### src/include/dnc_pkg.sv
`default_nettype none
package dnc_pkg;
  // Bus geometry
  localparam int ADDR_W = 12;
  localparam int IDX_W  = 10;
  localparam int DATA_W = 32;
  localparam int IDX_LO = 2;
  localparam int IDX_HI = 11;

  // Register indices, byte address is four times the index
  localparam logic [9:0] IDX_XFER  = 10'h00F;
  localparam logic [9:0] IDX_SYNC  = 10'h300;
  localparam logic [9:0] IDX_CH0   = 10'h310;
  localparam logic [9:0] IDX_FREQ  = 10'h320;
  localparam logic [9:0] IDX_PHASE = 10'h321;
  localparam logic [9:0] IDX_MOD_A = 10'h322;
  localparam logic [9:0] IDX_MOD_B = 10'h323;
  localparam logic [9:0] IDX_SREF  = 10'h324;

  // Field positions
  localparam int XFER_BIT    = 0;
  localparam int UPD_MODE    = 7;
  localparam int SOFT_RST    = 4;
  localparam int NEXT_SYNC   = 1;
  localparam int SYNC_EN     = 0;
  localparam int MIX_SEL     = 7;
  localparam int GAIN_SEL    = 6;
  localparam int SREF_EN_BIT = 0;

  // Writable masks and reset values
  localparam logic [7:0]  SYNC_MASK = 8'h93;
  localparam logic [7:0]  CH0_MASK  = 8'hC0;
  localparam logic [7:0]  SREF_MASK = 8'h01;
  localparam logic [7:0]  CTRL_RST  = 8'h00;
  localparam logic [31:0] WORD_RST  = 32'h0000_0000;

  // Responses
  localparam logic [1:0] RESP_OKAY   = 2'h0;
  localparam logic [1:0] RESP_SLVERR = 2'h2;

  typedef struct packed {
    logic [31:0] freq_tuning_word;
    logic [31:0] phase_offset_word;
    logic [31:0] modulus_a_word;
    logic [31:0] modulus_b_word;
  } dnc_words_t;

  typedef struct packed {
    logic nco_reset;
    logic nco_align;
    logic mixer_complex;
    logic gain_double;
  } dnc_nco_ctrl_t;

  typedef enum logic [1:0] {
    ST_IDLE = 2'b01,
    ST_RESP = 2'b10
  } dnc_wr_st_t;
endpackage : dnc_pkg
`default_nettype wire

### src/logic/dnc_sync_ctrl.sv
// Summary of operation
// - Update mode 0: written tuning, phase and modulus words take effect at once.
// - Update mode 1: words wait pending until the transfer strobe applies them together.
// - Soft-reset bit high holds all downconverters in reset; low runs them.
// - Next-sync mode aligns on the next valid timing edge, ignoring all later.
// - Next-sync mode clears the enable bit once its edge was used.
// - Enable low, or timing input disabled, means no edge-based alignment.
// - Mixer-select bit picks real mixer at 0, complex quadrature mixer at 1.
// - Gain-select bit gives 0 dB at 0, times two at 1.
`default_nettype none
module dnc_sync_ctrl (
  input  wire logic                  clk,
  input  wire logic                  resetn,
  input  wire logic [11:0]           s_axi_awaddr,
  input  wire logic                  s_axi_awvalid,
  output logic                       s_axi_awready,
  input  wire logic [31:0]           s_axi_wdata,
  input  wire logic [3:0]            s_axi_wstrb,
  input  wire logic                  s_axi_wvalid,
  output logic                       s_axi_wready,
  output logic [1:0]                 s_axi_bresp,
  output logic                       s_axi_bvalid,
  input  wire logic                  s_axi_bready,
  input  wire logic [11:0]           s_axi_araddr,
  input  wire logic                  s_axi_arvalid,
  output logic                       s_axi_arready,
  output logic [31:0]                s_axi_rdata,
  output logic [1:0]                 s_axi_rresp,
  output logic                       s_axi_rvalid,
  input  wire logic                  s_axi_rready,
  input  wire logic                  sysref_i,
  output dnc_pkg::dnc_words_t        nco_words,
  output dnc_pkg::dnc_nco_ctrl_t     nco_ctrl
);

  ////////////////////////////////////////////////////////////////////////////
  // Helpers

  // Byte-lane merge of a write into a word
  function automatic logic [31:0] dnc_merge(input logic [31:0] old_v,
                                            input logic [31:0] new_v,
                                            input logic [3:0]  strb);
    logic [31:0] res;
    res = old_v;
    for (int i = 0; i < 4; i++) begin
      if (strb[i]) begin
        res[i*8 +: 8] = new_v[i*8 +: 8];
      end
    end
    return res;
  endfunction : dnc_merge

  // Whether an index names a register
  function automatic logic dnc_mapped(input logic [9:0] idx);
    return (idx == dnc_pkg::IDX_XFER) || (idx == dnc_pkg::IDX_SYNC) ||
           (idx == dnc_pkg::IDX_CH0)   || (idx == dnc_pkg::IDX_FREQ)  ||
           (idx == dnc_pkg::IDX_PHASE) || (idx == dnc_pkg::IDX_MOD_A) ||
           (idx == dnc_pkg::IDX_MOD_B) || (idx == dnc_pkg::IDX_SREF);
  endfunction : dnc_mapped

  ////////////////////////////////////////////////////////////////////////////
  // State

  dnc_pkg::dnc_wr_st_t    wst_ff,    nxt_wst;
  logic                   aw_got_ff, nxt_aw_got;
  logic                   w_got_ff,  nxt_w_got;
  logic [9:0]             awidx_ff,  nxt_awidx;
  logic [31:0]            wdata_ff,  nxt_wdata;
  logic [3:0]             wstrb_ff,  nxt_wstrb;
  logic [1:0]             bresp_ff,  nxt_bresp;
  logic                   rvalid_ff, nxt_rvalid;
  logic [31:0]            rdata_ff,  nxt_rdata;
  logic [1:0]             rresp_ff,  nxt_rresp;
  logic [7:0]             sync_ff,   nxt_sync;
  logic [7:0]             ch0_ff,    nxt_ch0;
  logic [7:0]             sref_ff,   nxt_sref;
  dnc_pkg::dnc_words_t    pend_ff,   nxt_pend;
  dnc_pkg::dnc_words_t    act_ff,    nxt_act;
  dnc_pkg::dnc_nco_ctrl_t ctrl_ff,   nxt_ctrl;
  logic                   sysref_prev_ff;
  logic                   wr_go;
  logic                   sync_wr;
  logic                   xfer_go;
  logic                   sref_edge;
  logic                   sync_go;
  logic [9:0]             wr_idx;
  logic [9:0]             rd_idx;
  logic [31:0]            wr_data;
  logic [3:0]             wr_strb;

  ////////////////////////////////////////////////////////////////////////////
  // Bus handshakes and outputs

  assign s_axi_awready = (wst_ff == dnc_pkg::ST_IDLE) && !aw_got_ff;
  assign s_axi_wready  = (wst_ff == dnc_pkg::ST_IDLE) && !w_got_ff;
  assign s_axi_bvalid  = (wst_ff == dnc_pkg::ST_RESP);
  assign s_axi_bresp   = bresp_ff;
  assign s_axi_arready = !rvalid_ff;
  assign s_axi_rvalid  = rvalid_ff;
  assign s_axi_rdata   = rdata_ff;
  assign s_axi_rresp   = rresp_ff;
  assign nco_words     = act_ff;
  assign nco_ctrl      = ctrl_ff;

  // Write commit once address and data are both held or arriving
  assign wr_idx  = aw_got_ff ? awidx_ff : s_axi_awaddr[dnc_pkg::IDX_HI:dnc_pkg::IDX_LO];
  assign wr_data = w_got_ff ? wdata_ff : s_axi_wdata;
  assign wr_strb = w_got_ff ? wstrb_ff : s_axi_wstrb;
  assign wr_go   = s_axi_awready | s_axi_wready ?
                   ((aw_got_ff | s_axi_awvalid) & (w_got_ff | s_axi_wvalid)) : 1'b0;
  assign sync_wr = wr_go && (wr_idx == dnc_pkg::IDX_SYNC) && wr_strb[0];
  assign xfer_go = wr_go && (wr_idx == dnc_pkg::IDX_XFER) && wr_strb[0]
                   && wr_data[dnc_pkg::XFER_BIT];
  assign rd_idx  = s_axi_araddr[dnc_pkg::IDX_HI:dnc_pkg::IDX_LO];

  // Timing edge qualified by both enables
  assign sref_edge = sysref_i && !sysref_prev_ff;
  assign sync_go   = sref_edge && sync_ff[dnc_pkg::SYNC_EN]
                     && sref_ff[dnc_pkg::SREF_EN_BIT];

  ////////////////////////////////////////////////////////////////////////////
  // Next-state logic

  always_comb begin
    nxt_wst    = wst_ff;
    nxt_aw_got = aw_got_ff;
    nxt_w_got  = w_got_ff;
    nxt_awidx  = awidx_ff;
    nxt_wdata  = wdata_ff;
    nxt_wstrb  = wstrb_ff;
    nxt_bresp  = bresp_ff;
    nxt_rvalid = rvalid_ff;
    nxt_rdata  = rdata_ff;
    nxt_rresp  = rresp_ff;
    nxt_sync   = sync_ff;
    nxt_ch0    = ch0_ff;
    nxt_sref   = sref_ff;
    nxt_pend   = pend_ff;
    nxt_act    = act_ff;
    // Write channel sequencing
    case (wst_ff)
      dnc_pkg::ST_IDLE: begin
        if (wr_go) begin
          nxt_wst    = dnc_pkg::ST_RESP;
          nxt_aw_got = 1'b0;
          nxt_w_got  = 1'b0;
          nxt_bresp  = dnc_mapped(wr_idx) ? dnc_pkg::RESP_OKAY : dnc_pkg::RESP_SLVERR;
        end else begin
          if (s_axi_awvalid && s_axi_awready) begin
            nxt_aw_got = 1'b1;
            nxt_awidx  = s_axi_awaddr[dnc_pkg::IDX_HI:dnc_pkg::IDX_LO];
          end
          if (s_axi_wvalid && s_axi_wready) begin
            nxt_w_got = 1'b1;
            nxt_wdata = s_axi_wdata;
            nxt_wstrb = s_axi_wstrb;
          end
        end
      end
      dnc_pkg::ST_RESP: begin
        if (s_axi_bready) begin
          nxt_wst = dnc_pkg::ST_IDLE;
        end
      end
      default: begin
        nxt_wst = dnc_pkg::ST_IDLE;
      end
    endcase
    // One-shot alignment drops the enable; a software write wins
    if (sync_go && sync_ff[dnc_pkg::NEXT_SYNC]) begin
      nxt_sync[dnc_pkg::SYNC_EN] = 1'b0;
    end
    // Register writes
    if (wr_go) begin
      case (wr_idx)
        dnc_pkg::IDX_SYNC: begin
          if (wr_strb[0]) nxt_sync = wr_data[7:0] & dnc_pkg::SYNC_MASK;
        end
        dnc_pkg::IDX_CH0: begin
          if (wr_strb[0]) nxt_ch0 = wr_data[7:0] & dnc_pkg::CH0_MASK;
        end
        dnc_pkg::IDX_SREF: begin
          if (wr_strb[0]) nxt_sref = wr_data[7:0] & dnc_pkg::SREF_MASK;
        end
        dnc_pkg::IDX_FREQ: begin
          nxt_pend.freq_tuning_word =
            dnc_merge(pend_ff.freq_tuning_word, wr_data, wr_strb);
        end
        dnc_pkg::IDX_PHASE: begin
          nxt_pend.phase_offset_word =
            dnc_merge(pend_ff.phase_offset_word, wr_data, wr_strb);
        end
        dnc_pkg::IDX_MOD_A: begin
          nxt_pend.modulus_a_word = dnc_merge(pend_ff.modulus_a_word, wr_data, wr_strb);
        end
        dnc_pkg::IDX_MOD_B: begin
          nxt_pend.modulus_b_word = dnc_merge(pend_ff.modulus_b_word, wr_data, wr_strb);
        end
        default: begin
        end
      endcase
    end
    // Word update policy
    if (!sync_ff[dnc_pkg::UPD_MODE]) begin
      nxt_act = nxt_pend;
    end else if (xfer_go) begin
      nxt_act = pend_ff;
    end
    // Read channel
    if (rvalid_ff && s_axi_rready) begin
      nxt_rvalid = 1'b0;
    end else if (s_axi_arvalid && s_axi_arready) begin
      nxt_rvalid = 1'b1;
      nxt_rresp  = dnc_mapped(rd_idx) ? dnc_pkg::RESP_OKAY : dnc_pkg::RESP_SLVERR;
      case (rd_idx)
        dnc_pkg::IDX_SYNC:  nxt_rdata = {24'h00_0000, sync_ff};
        dnc_pkg::IDX_CH0:   nxt_rdata = {24'h00_0000, ch0_ff};
        dnc_pkg::IDX_SREF:  nxt_rdata = {24'h00_0000, sref_ff};
        dnc_pkg::IDX_FREQ:  nxt_rdata = pend_ff.freq_tuning_word;
        dnc_pkg::IDX_PHASE: nxt_rdata = pend_ff.phase_offset_word;
        dnc_pkg::IDX_MOD_A: nxt_rdata = pend_ff.modulus_a_word;
        dnc_pkg::IDX_MOD_B: nxt_rdata = pend_ff.modulus_b_word;
        default:            nxt_rdata = dnc_pkg::WORD_RST;
      endcase
    end
    // Oscillator controls toward the datapath
    nxt_ctrl.nco_reset     = sync_ff[dnc_pkg::SOFT_RST];
    nxt_ctrl.nco_align     = sync_go;
    nxt_ctrl.mixer_complex = ch0_ff[dnc_pkg::MIX_SEL];
    nxt_ctrl.gain_double   = ch0_ff[dnc_pkg::GAIN_SEL];
  end

  ////////////////////////////////////////////////////////////////////////////
  // Registers

  always_ff @(posedge clk or negedge resetn) begin
    if (!resetn) begin
      wst_ff         <= dnc_pkg::ST_IDLE;
      aw_got_ff      <= 1'b0;
      w_got_ff       <= 1'b0;
      awidx_ff       <= 10'h000;
      wdata_ff       <= dnc_pkg::WORD_RST;
      wstrb_ff       <= 4'h0;
      bresp_ff       <= dnc_pkg::RESP_OKAY;
      rvalid_ff      <= 1'b0;
      rdata_ff       <= dnc_pkg::WORD_RST;
      rresp_ff       <= dnc_pkg::RESP_OKAY;
      sync_ff        <= dnc_pkg::CTRL_RST;
      ch0_ff         <= dnc_pkg::CTRL_RST;
      sref_ff        <= dnc_pkg::CTRL_RST;
      pend_ff        <= '0;
      act_ff         <= '0;
      ctrl_ff        <= '0;
      sysref_prev_ff <= 1'b0;
    end else begin
      wst_ff         <= nxt_wst;
      aw_got_ff      <= nxt_aw_got;
      w_got_ff       <= nxt_w_got;
      awidx_ff       <= nxt_awidx;
      wdata_ff       <= nxt_wdata;
      wstrb_ff       <= nxt_wstrb;
      bresp_ff       <= nxt_bresp;
      rvalid_ff      <= nxt_rvalid;
      rdata_ff       <= nxt_rdata;
      rresp_ff       <= nxt_rresp;
      sync_ff        <= nxt_sync;
      ch0_ff         <= nxt_ch0;
      sref_ff        <= nxt_sref;
      pend_ff        <= nxt_pend;
      act_ff         <= nxt_act;
      ctrl_ff        <= nxt_ctrl;
      sysref_prev_ff <= sysref_i;
    end
  end
endmodule : dnc_sync_ctrl
`default_nettype wire

### config.mk
export PLATFORM = sky130hd
export DESIGN_NAME = dnc_sync_ctrl
export DESIGN_NICKNAME = d
export VERILOG_FILES = /design/src/include/dnc_pkg.sv /design/src/logic/dnc_sync_ctrl.sv
export SDC_FILE = /design/constraint.sdc
export NUM_CORES = 1
export LEC_CHECK = 0
export CORE_MARGIN = 2
export CORE_UTILIZATION = 45
export CTS_CLUSTER_DIAMETER = 200
export DETAILED_ROUTE_END_ITERATION = 12
export DONT_BUFFER_PORTS = 1
export PLACE_DENSITY = 0.71
export SETUP_SLACK_MARGIN = 0.15
export SLEW_MARGIN = 5
export SYNTH_ARGS = -nofsm -noshare
export SYNTH_HDL_FRONTEND = slang
export SYNTH_SLANG_ARGS = --single-unit
### constraint.sdc
create_clock -name clk -period 5.1 [get_ports clk]
set_input_delay 0.51 -clock clk [delete_from_list [all_inputs] [get_ports clk]]
set_output_delay 0.51 -clock clk [all_outputs]
set_load 0.02 [all_outputs]
## After elaboration in Yosys (flattened, before gate mapping)

Cells that the tools add are included.

| storage, ports and cells | value |
|---|---|
| bits in registers | 355 |
| latch bits | 0 |
| RAM bits | 0 |
| ROM bits | 0 |
| input port bits | 68 |
| memories | 0 |

| cells by class | value |
|---|---|
| add/subtract/negate cells | 0 |
| multipliers | 0 |
| div/mod/pow operators | 0 |
| magnitude comparators | 0 |
| equality and inequality tests | 21 |
| shifts and indexed selects | 0 |
| multiplexer cells | 43 |
| bitwise logic cells | 6 |
| reduce and logical (&&, ||, !) cells | 44 |

Operators by type and width:

| kind | number |
|---|---|
| 2-to-1 mux 128 bit | 3 |
| one-hot mux 32 bit (7 select lines) | 1 |
| 2-to-1 mux 32 bit | 5 |
| equality test 10 bit (second input constant) | 14 |
| 2-to-1 mux 8 bit | 16 |
| equality test 10 x 4 -> 1 bit (second input constant) | 2 |
| AND reduction 3 bit | 5 |
| logical OR 1 bit | 14 |
| logical AND 1 bit | 13 |
| 2-to-1 mux 1 bit | 11 |
| 2-to-1 mux 10 bit | 1 |
| AND reduction 2 bit | 5 |
| 2-to-1 mux 2 bit | 4 |
| nonzero test 2 bit | 3 |
| logical NOT 1 bit | 4 |
| 2-to-1 mux 4 bit | 1 |
| inequality test 2 x 1 -> 1 bit (second input constant) | 2 |
| one-hot mux 2 bit (2 select lines) | 1 |
| bitwise OR 1 bit | 3 |
| equality test 2 x 1 -> 1 bit (second input constant) | 1 |
| equality test 2 bit (second input constant) | 1 |
| inequality test 2 bit (second input constant) | 1 |
| inverter 1 bit | 2 |
| AND 1 bit | 1 |

## Logic depth before layout (Yosys ltp)

| depth | value |
|---|---|
| word-level depth | 10 |
| depth in mapped cells | 10 |
| gate-level depth less buffers | 5 |

## Worst setup path before layout

OpenSTA, ideal clock, no wires.

| timing | value |
|---|---|
| kind | input to register |
| from | input s_axi_araddr[6] |
| to | register rdata_ff[21], in the netlist s_axi_rdata[21] |
| data arrival time | 2.086 ns |
| data required time | 5.025 ns |
| setup slack | 2.939 ns |
| cell stages on the path | 7 |
| path buffers | 2 |
| path through | or4b_1 > buf_2 > nor4_4 > buf_6 > a22o_1 > a221oi_1 > o21ai_2 |

| between the ends | value |
|---|---|
| word-level cells in the longest chain between the ends | 2 |
| elaborated cells on any way between the ends | 8 |
| those cells by class | 7 x eq/ne; 1 x mux |

RTL lines:

| what | line | text |
|---|---|---|
| start: declaration | dnc_sync_ctrl.sv:24 | `input wire logic [11:0] s_axi_araddr,` |
| equality test 10 bit | dnc_sync_ctrl.sv:215 | `case (rd_idx)` |
| one-hot mux 32 bit (7 select lines) (*) | dnc_sync_ctrl.sv:215 |  |
| end signal: assignment | dnc_sync_ctrl.sv:246 | `rdata_ff <= dnc_pkg::WORD_RST;` |
| end signal: assignment | dnc_sync_ctrl.sv:264 | `rdata_ff <= nxt_rdata;` |
| end: declaration | dnc_sync_ctrl.sv:72 | `logic [31:0] rdata_ff, nxt_rdata;` |

Mark *: on every way between the ends. The rest lies on a longest branch, timed or not.
A chain may end at the register's enable or synchronous reset.

## Worst setup path in the final report

| timing | value |
|---|---|
| from | register w_got_ff |
| to | register act_ff, in the netlist nco_words[51] |

| between the ends | value |
|---|---|
| word-level cells in the longest chain between the ends | 8 |
| elaborated cells on any way between the ends | 16 |
| those cells by class | 1 x eq/ne; 7 x mux; 3 x bitwise; 5 x reduce/logical |

RTL lines:

| what | line | text |
|---|---|---|
| start: declaration | dnc_sync_ctrl.sv:66 | `logic w_got_ff, nxt_w_got;` |
| start signal: assignment | dnc_sync_ctrl.sv:258 | `w_got_ff <= nxt_w_got;` |
| logical NOT 1 bit | dnc_sync_ctrl.sv:95 | `assign s_axi_wready = (wst_ff == dnc_pkg::ST_IDLE) && !w_got_ff;` |
| logical AND 1 bit | dnc_sync_ctrl.sv:95 |  |
| bitwise OR 1 bit | dnc_sync_ctrl.sv:109 | `assign wr_go = s_axi_awready \| s_axi_wready ?` |
| 2-to-1 mux 1 bit | dnc_sync_ctrl.sv:109 |  |
| logical AND 1 bit (2 in a row) | dnc_sync_ctrl.sv:112 | `assign xfer_go = wr_go && (wr_idx == dnc_pkg::IDX_XFER) && wr_strb[0]` |
| logical AND 1 bit | dnc_sync_ctrl.sv:113 | `&& wr_data[dnc_pkg::XFER_BIT];` |
| inequality test 2 x 1 -> 1 bit (no line) | - |  |
| end signal: assignment | dnc_sync_ctrl.sv:270 | `act_ff <= nxt_act;` |
| end: declaration | dnc_sync_ctrl.sv:78 | `dnc_pkg::dnc_words_t act_ff, nxt_act;` |

Several ways; a longest one is shown, not always the timed one.

==> impl_metrics.prom <==
# TYPE chip_impl_metric gauge
chip_impl_info{name="setup.worst_path.end_class",value="flip-flop"} 1
chip_impl_info{name="cp_cell_sequence",value="buf_4 -> nand3_1 -> o21ai_1 -> o2111ai_4 -> buf_4 -> mux2_2 -> o211a_1"} 1
chip_impl_metric{name="worst_ep_required_time",unit="ps"} 5520
chip_impl_metric{name="maxSlewHeadroom",unit="%"} 33.8
chip_impl_metric{name="final_antenna_net_count",unit=""} 0
chip_impl_metric{name="first_global_vias",unit=""} 12095
chip_impl_metric{name="yosys_warnings",unit=""} 0
chip_impl_metric{name="die-width",unit="microns"} 196
chip_impl_metric{name="count_of_routing_violations_after_the_opening_detailed_route_iteration",unit=""} 1157
chip_impl_metric{name="drt_drc_violations_left",unit=""} 0
chip_impl_metric{name="post-route-min-period",unit="ps"} 3780
chip_impl_metric{name="grt_overflow_total",unit=""} 0
chip_impl_metric{name="num_antenna_cells",unit=""} 0
chip_impl_info{name="timing.critical_path.from_type",value="flip-flop"} 1
chip_impl_metric{name="timing.setup.tns",unit="ps"} 0
chip_impl_info{name="maxUsedRoutingLayer",value="met4"} 1
chip_impl_info{name="ys_dominant_reg_cell",value="sky130_fd_sc_hd__dfrtp_1"} 1
chip_impl_metric{name="synthesis.instances",unit=""} 1476
chip_impl_metric{name="grt_use_total",unit="%"} 25.1
chip_impl_info{name="failed_checks",value="hold timing"} 1
chip_impl_metric{name="cts_setup_buffers",unit=""} 0
chip_impl_info{name="path_class",value="reg2reg"} 1
chip_impl_metric{name="max_clock_freq",unit="MHz"} 265
chip_impl_metric{name="async_sr_flop_fraction",unit="%"} 100
chip_impl_info{name="most_common_cell_type_on_the_critical_path",value="sky130_fd_sc_hd__buf_4"} 1
chip_impl_metric{name="tritoncts_num_sinks",unit=""} 353
chip_impl_info{name="cpLargestDelayFamily",value="buffers and inverters"} 1
chip_impl_metric{name="clock_tree.htree_level_count",unit=""} 2
chip_impl_metric{name="clkTransAtPathRegs",unit="ps"} 60
chip_impl_metric{name="hold_viol",unit=""} 353
chip_impl_metric{name="ys_seq_elements",unit=""} 353
chip_impl_metric{name="critical-path-max-stage-delay",unit="ps"} 840
chip_impl_metric{name="maximum_buffer_depth_of_the_clock_tree",unit=""} 3
chip_impl_metric{name="n_fill_cell",unit=""} 3242
chip_impl_metric{name="grt_max_degree",unit=""} 354
chip_impl_metric{name="antenna_found_initial",unit=""} 0
chip_impl_metric{name="multiInputGateArea",unit="sq um"} 7100
chip_impl_metric{name="final-setup-viol-count",unit=""} 0
chip_impl_metric{name="finalMaxSlewViolations",unit=""} 0
chip_impl_metric{name="routedWlPerCell",unit="microns"} 24.8
chip_impl_metric{name="globalplace.congestion",unit=""} 0.861
chip_impl_metric{name="area_of_the_core",unit="sq um"} 36400
chip_impl_metric{name="layout_worst_path_cycle_share",unit="%"} 74.1
chip_impl_metric{name="via_count",unit=""} 12020
chip_impl_metric{name="total_leakage_power",unit="nW"} 8.42
chip_impl_info{name="cts_root_buf",value="sky130_fd_sc_hd__clkbuf_16"} 1
chip_impl_metric{name="synthToLayoutAreaGrowth",unit="%"} 9.35
chip_impl_metric{name="yosysSeqAreaShare",unit="%"} 53.4
chip_impl_info{name="rsz0062_at_grt",value="no"} 1
chip_impl_info{name="hp-class",value="in2async"} 1
chip_impl_metric{name="fin_worst_hold_slack",unit="ps"} -316
chip_impl_metric{name="drive_above_1_share",unit="%"} 12.1
chip_impl_metric{name="worst-path-max-fanout",unit=""} 49
chip_impl_info{name="result_of_the_run",value="finished, violations left"} 1
chip_impl_metric{name="floorplan.initialDensity",unit="%"} 45.4
chip_impl_metric{name="clock_latency_late_sink",unit="ps"} 550
chip_impl_metric{name="drt_pass1_iterations",unit=""} 7
chip_impl_metric{name="synth_edf_count",unit=""} 0
chip_impl_metric{name="wl_met1",unit="microns"} 20200
chip_impl_metric{name="synthDistinctLibCells",unit=""} 70
chip_impl_metric{name="wl_met3",unit="microns"} 3600
chip_impl_metric{name="postCtsHoldBufs",unit=""} 1
chip_impl_metric{name="worst_ir_drop_vdd",unit="mV"} 0.317
chip_impl_metric{name="cts_buffers",unit=""} 40
chip_impl_metric{name="detail_route.wirelength",unit="microns"} 47700
chip_impl_metric{name="dp.final_hpwl",unit="microns"} 31100
chip_impl_metric{name="ff_latch_area",unit="sq um"} 8840
chip_impl_metric{name="place_ws",unit="ps"} 1370
chip_impl_metric{name="final_nets",unit=""} 1493
chip_impl_metric{name="fin_skew",unit="ps"} 12.4
chip_impl_metric{name="dr_wl_met2",unit="microns"} 22500
chip_impl_metric{name="floorplan.rows",unit=""} 70
chip_impl_metric{name="io_pins",unit=""} 241
chip_impl_metric{name="wire_length_of_the_first_global_routing_pass",unit="microns"} 74200
chip_impl_metric{name="drt-vias-per-instance",unit=""} 6.26
chip_impl_metric{name="die_h",unit="microns"} 196
chip_impl_info{name="timing.critical_path.slowest_stage_cell",value="sky130_fd_sc_hd__dfrtp_2"} 1
chip_impl_metric{name="critPathBufInv",unit=""} 2
chip_impl_metric{name="post_synth_instance_area",unit="sq um"} 16500
chip_impl_metric{name="die_area",unit="sq um"} 38300
chip_impl_metric{name="powerDensity",unit="nW/um^2"} 552
chip_impl_metric{name="final_worst_setup_slack",unit="ps"} 1320
chip_impl_info{name="tritoncts_clock_tree",value="yes"} 1
chip_impl_metric{name="arrival",unit="ps"} 4200
chip_impl_metric{name="cap_viol_max_count",unit=""} 0
chip_impl_metric{name="worst_slew_pin_slew",unit="ps"} 965
chip_impl_metric{name="synth_area_per_cell",unit="sq um"} 11.2
chip_impl_metric{name="numPortBuffers",unit=""} 0
==> area by class of cell <==
| class | instances | area share [%] |
|---|---|---|
| Sequential cell | 353 | 48.8 |
| Multi-Input combinational cell | 991 | 39.2 |
| Clock buffer | 58 | 6.46 |
| Tap cell | 468 | 3.24 |
| Timing Repair Buffer | 24 | 1.15 |
| Clock inverter | 10 | 0.754 |
| Inverter | 15 | 0.311 |
==> where the power goes <==
group / switching, mW / internal [mW] / leakage (nW) / total, mW
sequential: 1.33 / 3.55 / 4.56 / 4.87
combinational: 1.13 / 1.11 / 3.23 / 2.24
clock: 1.14 / 1.74 / 0.632 / 2.88
total: 3.59 / 6.40 / 8.42 / 9.99
==> layout by cell type (no fill, tap or decap), types with 8 or more instances in the layout <==
master / count
sky130_fd_sc_hd__a22o_1: 28
sky130_fd_sc_hd__o21ai_1: 30
sky130_fd_sc_hd__dfrtp_1: 350
sky130_fd_sc_hd__nand2_1: 76
sky130_fd_sc_hd__inv_1: 14
sky130_fd_sc_hd__and3_1: 14
sky130_fd_sc_hd__mux2_2: 64
sky130_fd_sc_hd__nor2_1: 117
sky130_fd_sc_hd__clkbuf_1: 9
sky130_fd_sc_hd__o211a_1: 101
sky130_fd_sc_hd__o221a_1: 24
sky130_fd_sc_hd__clkbuf_8: 8
sky130_fd_sc_hd__buf_4: 21
sky130_fd_sc_hd__a221oi_1: 30
sky130_fd_sc_hd__o21a_1: 26
sky130_fd_sc_hd__a21oi_1: 103
sky130_fd_sc_hd__nand3_1: 103
sky130_fd_sc_hd__clkbuf_16: 41
sky130_fd_sc_hd__mux2i_1: 48
sky130_fd_sc_hd__nand3b_1: 124
==> sequential cells by signal (all words and copies together) (netlist names), 2 cells and up <==
signal and cells:
ch0_ff 2, sync_ff 4, nco_ctrl 4, wstrb_ff 4, wst_ff 2, wdata_ff 32, nco_words 128, pend_ff 128
s_axi_rdata 32, awidx_ff 10
==> worst paths after layout <==
check                              from               to  slack, ps  cells after the start
min reg2reg                   ch0_ff[6]      nco_ctrl[0]        400                      0
max                            w_got_ff    nco_words[51]       1320                      7
max reg2reg                    w_got_ff    nco_words[51]       1320                      7
min in group clk           s_axi_wvalid        aw_got_ff         50                      1
min                              resetn       pend_ff[3]       -320                      0
max in group asynchronous        resetn  s_axi_rdata[22]       4760                      0
==> cells in the mapped netlist, drive strengths merged, types with 4 or more instances <==
master   instances  area (sq um)
o221a           24           270
nand2b           7          58.8
a2bb2oi          7          67.6
o21a            26           195
nor3             5          30.0
mux2i           48           480
nand2           76           285
nand3          104           521
mux2            67           766
o211a          101          1010
o21ai           38           198
nor2           119           465
inv             14          52.6
nand4b           4          35.0
a21oi          103           515
and3            14          87.6
a22o            28           245
a31oi            7          43.8
dfrtp          352          8810
nand3b         124           931
nor4             7           134
a221oi          30           263
clkbuf          40           150
o22ai            6          37.5
buf             78           430
==> worst reg2reg max path, delay by kind of cell (launching register included) <==
family	cells	cell delay, ps
buffers and inverters	2	1100
AO/OA/AOI/OAI	3	1080
multiplexers	1	520
AND/OR/NAND/NOR	1	130
flip-flops	1	840
==> metrics by stage <==
| step | utilization (%) | std cells | cell area, sq um | power (mW) | hold WS [ps] |
|---|---|---|---|---|---|
| 2_1_floorplan | - | 1477 | 16600 | 6.42 | 214 |
| 3_3_place_gp | 46.1 | 1850 | 16800 | 7.06 | 229 |
| 3_5_place_dp | 46.1 | 1850 | 16800 | 7.15 | 226 |
| 4_1_cts | 49.7 | 1919 | 18100 | 10.1 | -361 |
| 5_1_grt | 49.7 | 1919 | 18100 | 10.5 | -337 |
| 6_report | 49.7 | 1919 | 18100 | 9.99 | -316 |
==> metal layers <==
layer,GRT usage [%],vias up
met2,39.4,396
met5,0,-
li1,-,5373
met4,9.26,0
met1,33.6,6169
met3,6.41,82
==> what timing repair did <==
item / 4_1_cts / 5_1_grt
endpoints found under the hold margin: 354 / 353
setup endpoints to repair: 0 / 0
gates resized for setup: 0 / 0
==> logic make-up after synthesis <==
| family | share of synthesized area (%) |
|---|---|
| buf+inv | 3.85 |
| mux | 7.53 |
| other cells | 0.0227 |
| flops | 53.4 |
| compound gates | 18.4 |
| simple gates | 16.8 |
(Power assumes the default switching activity.)
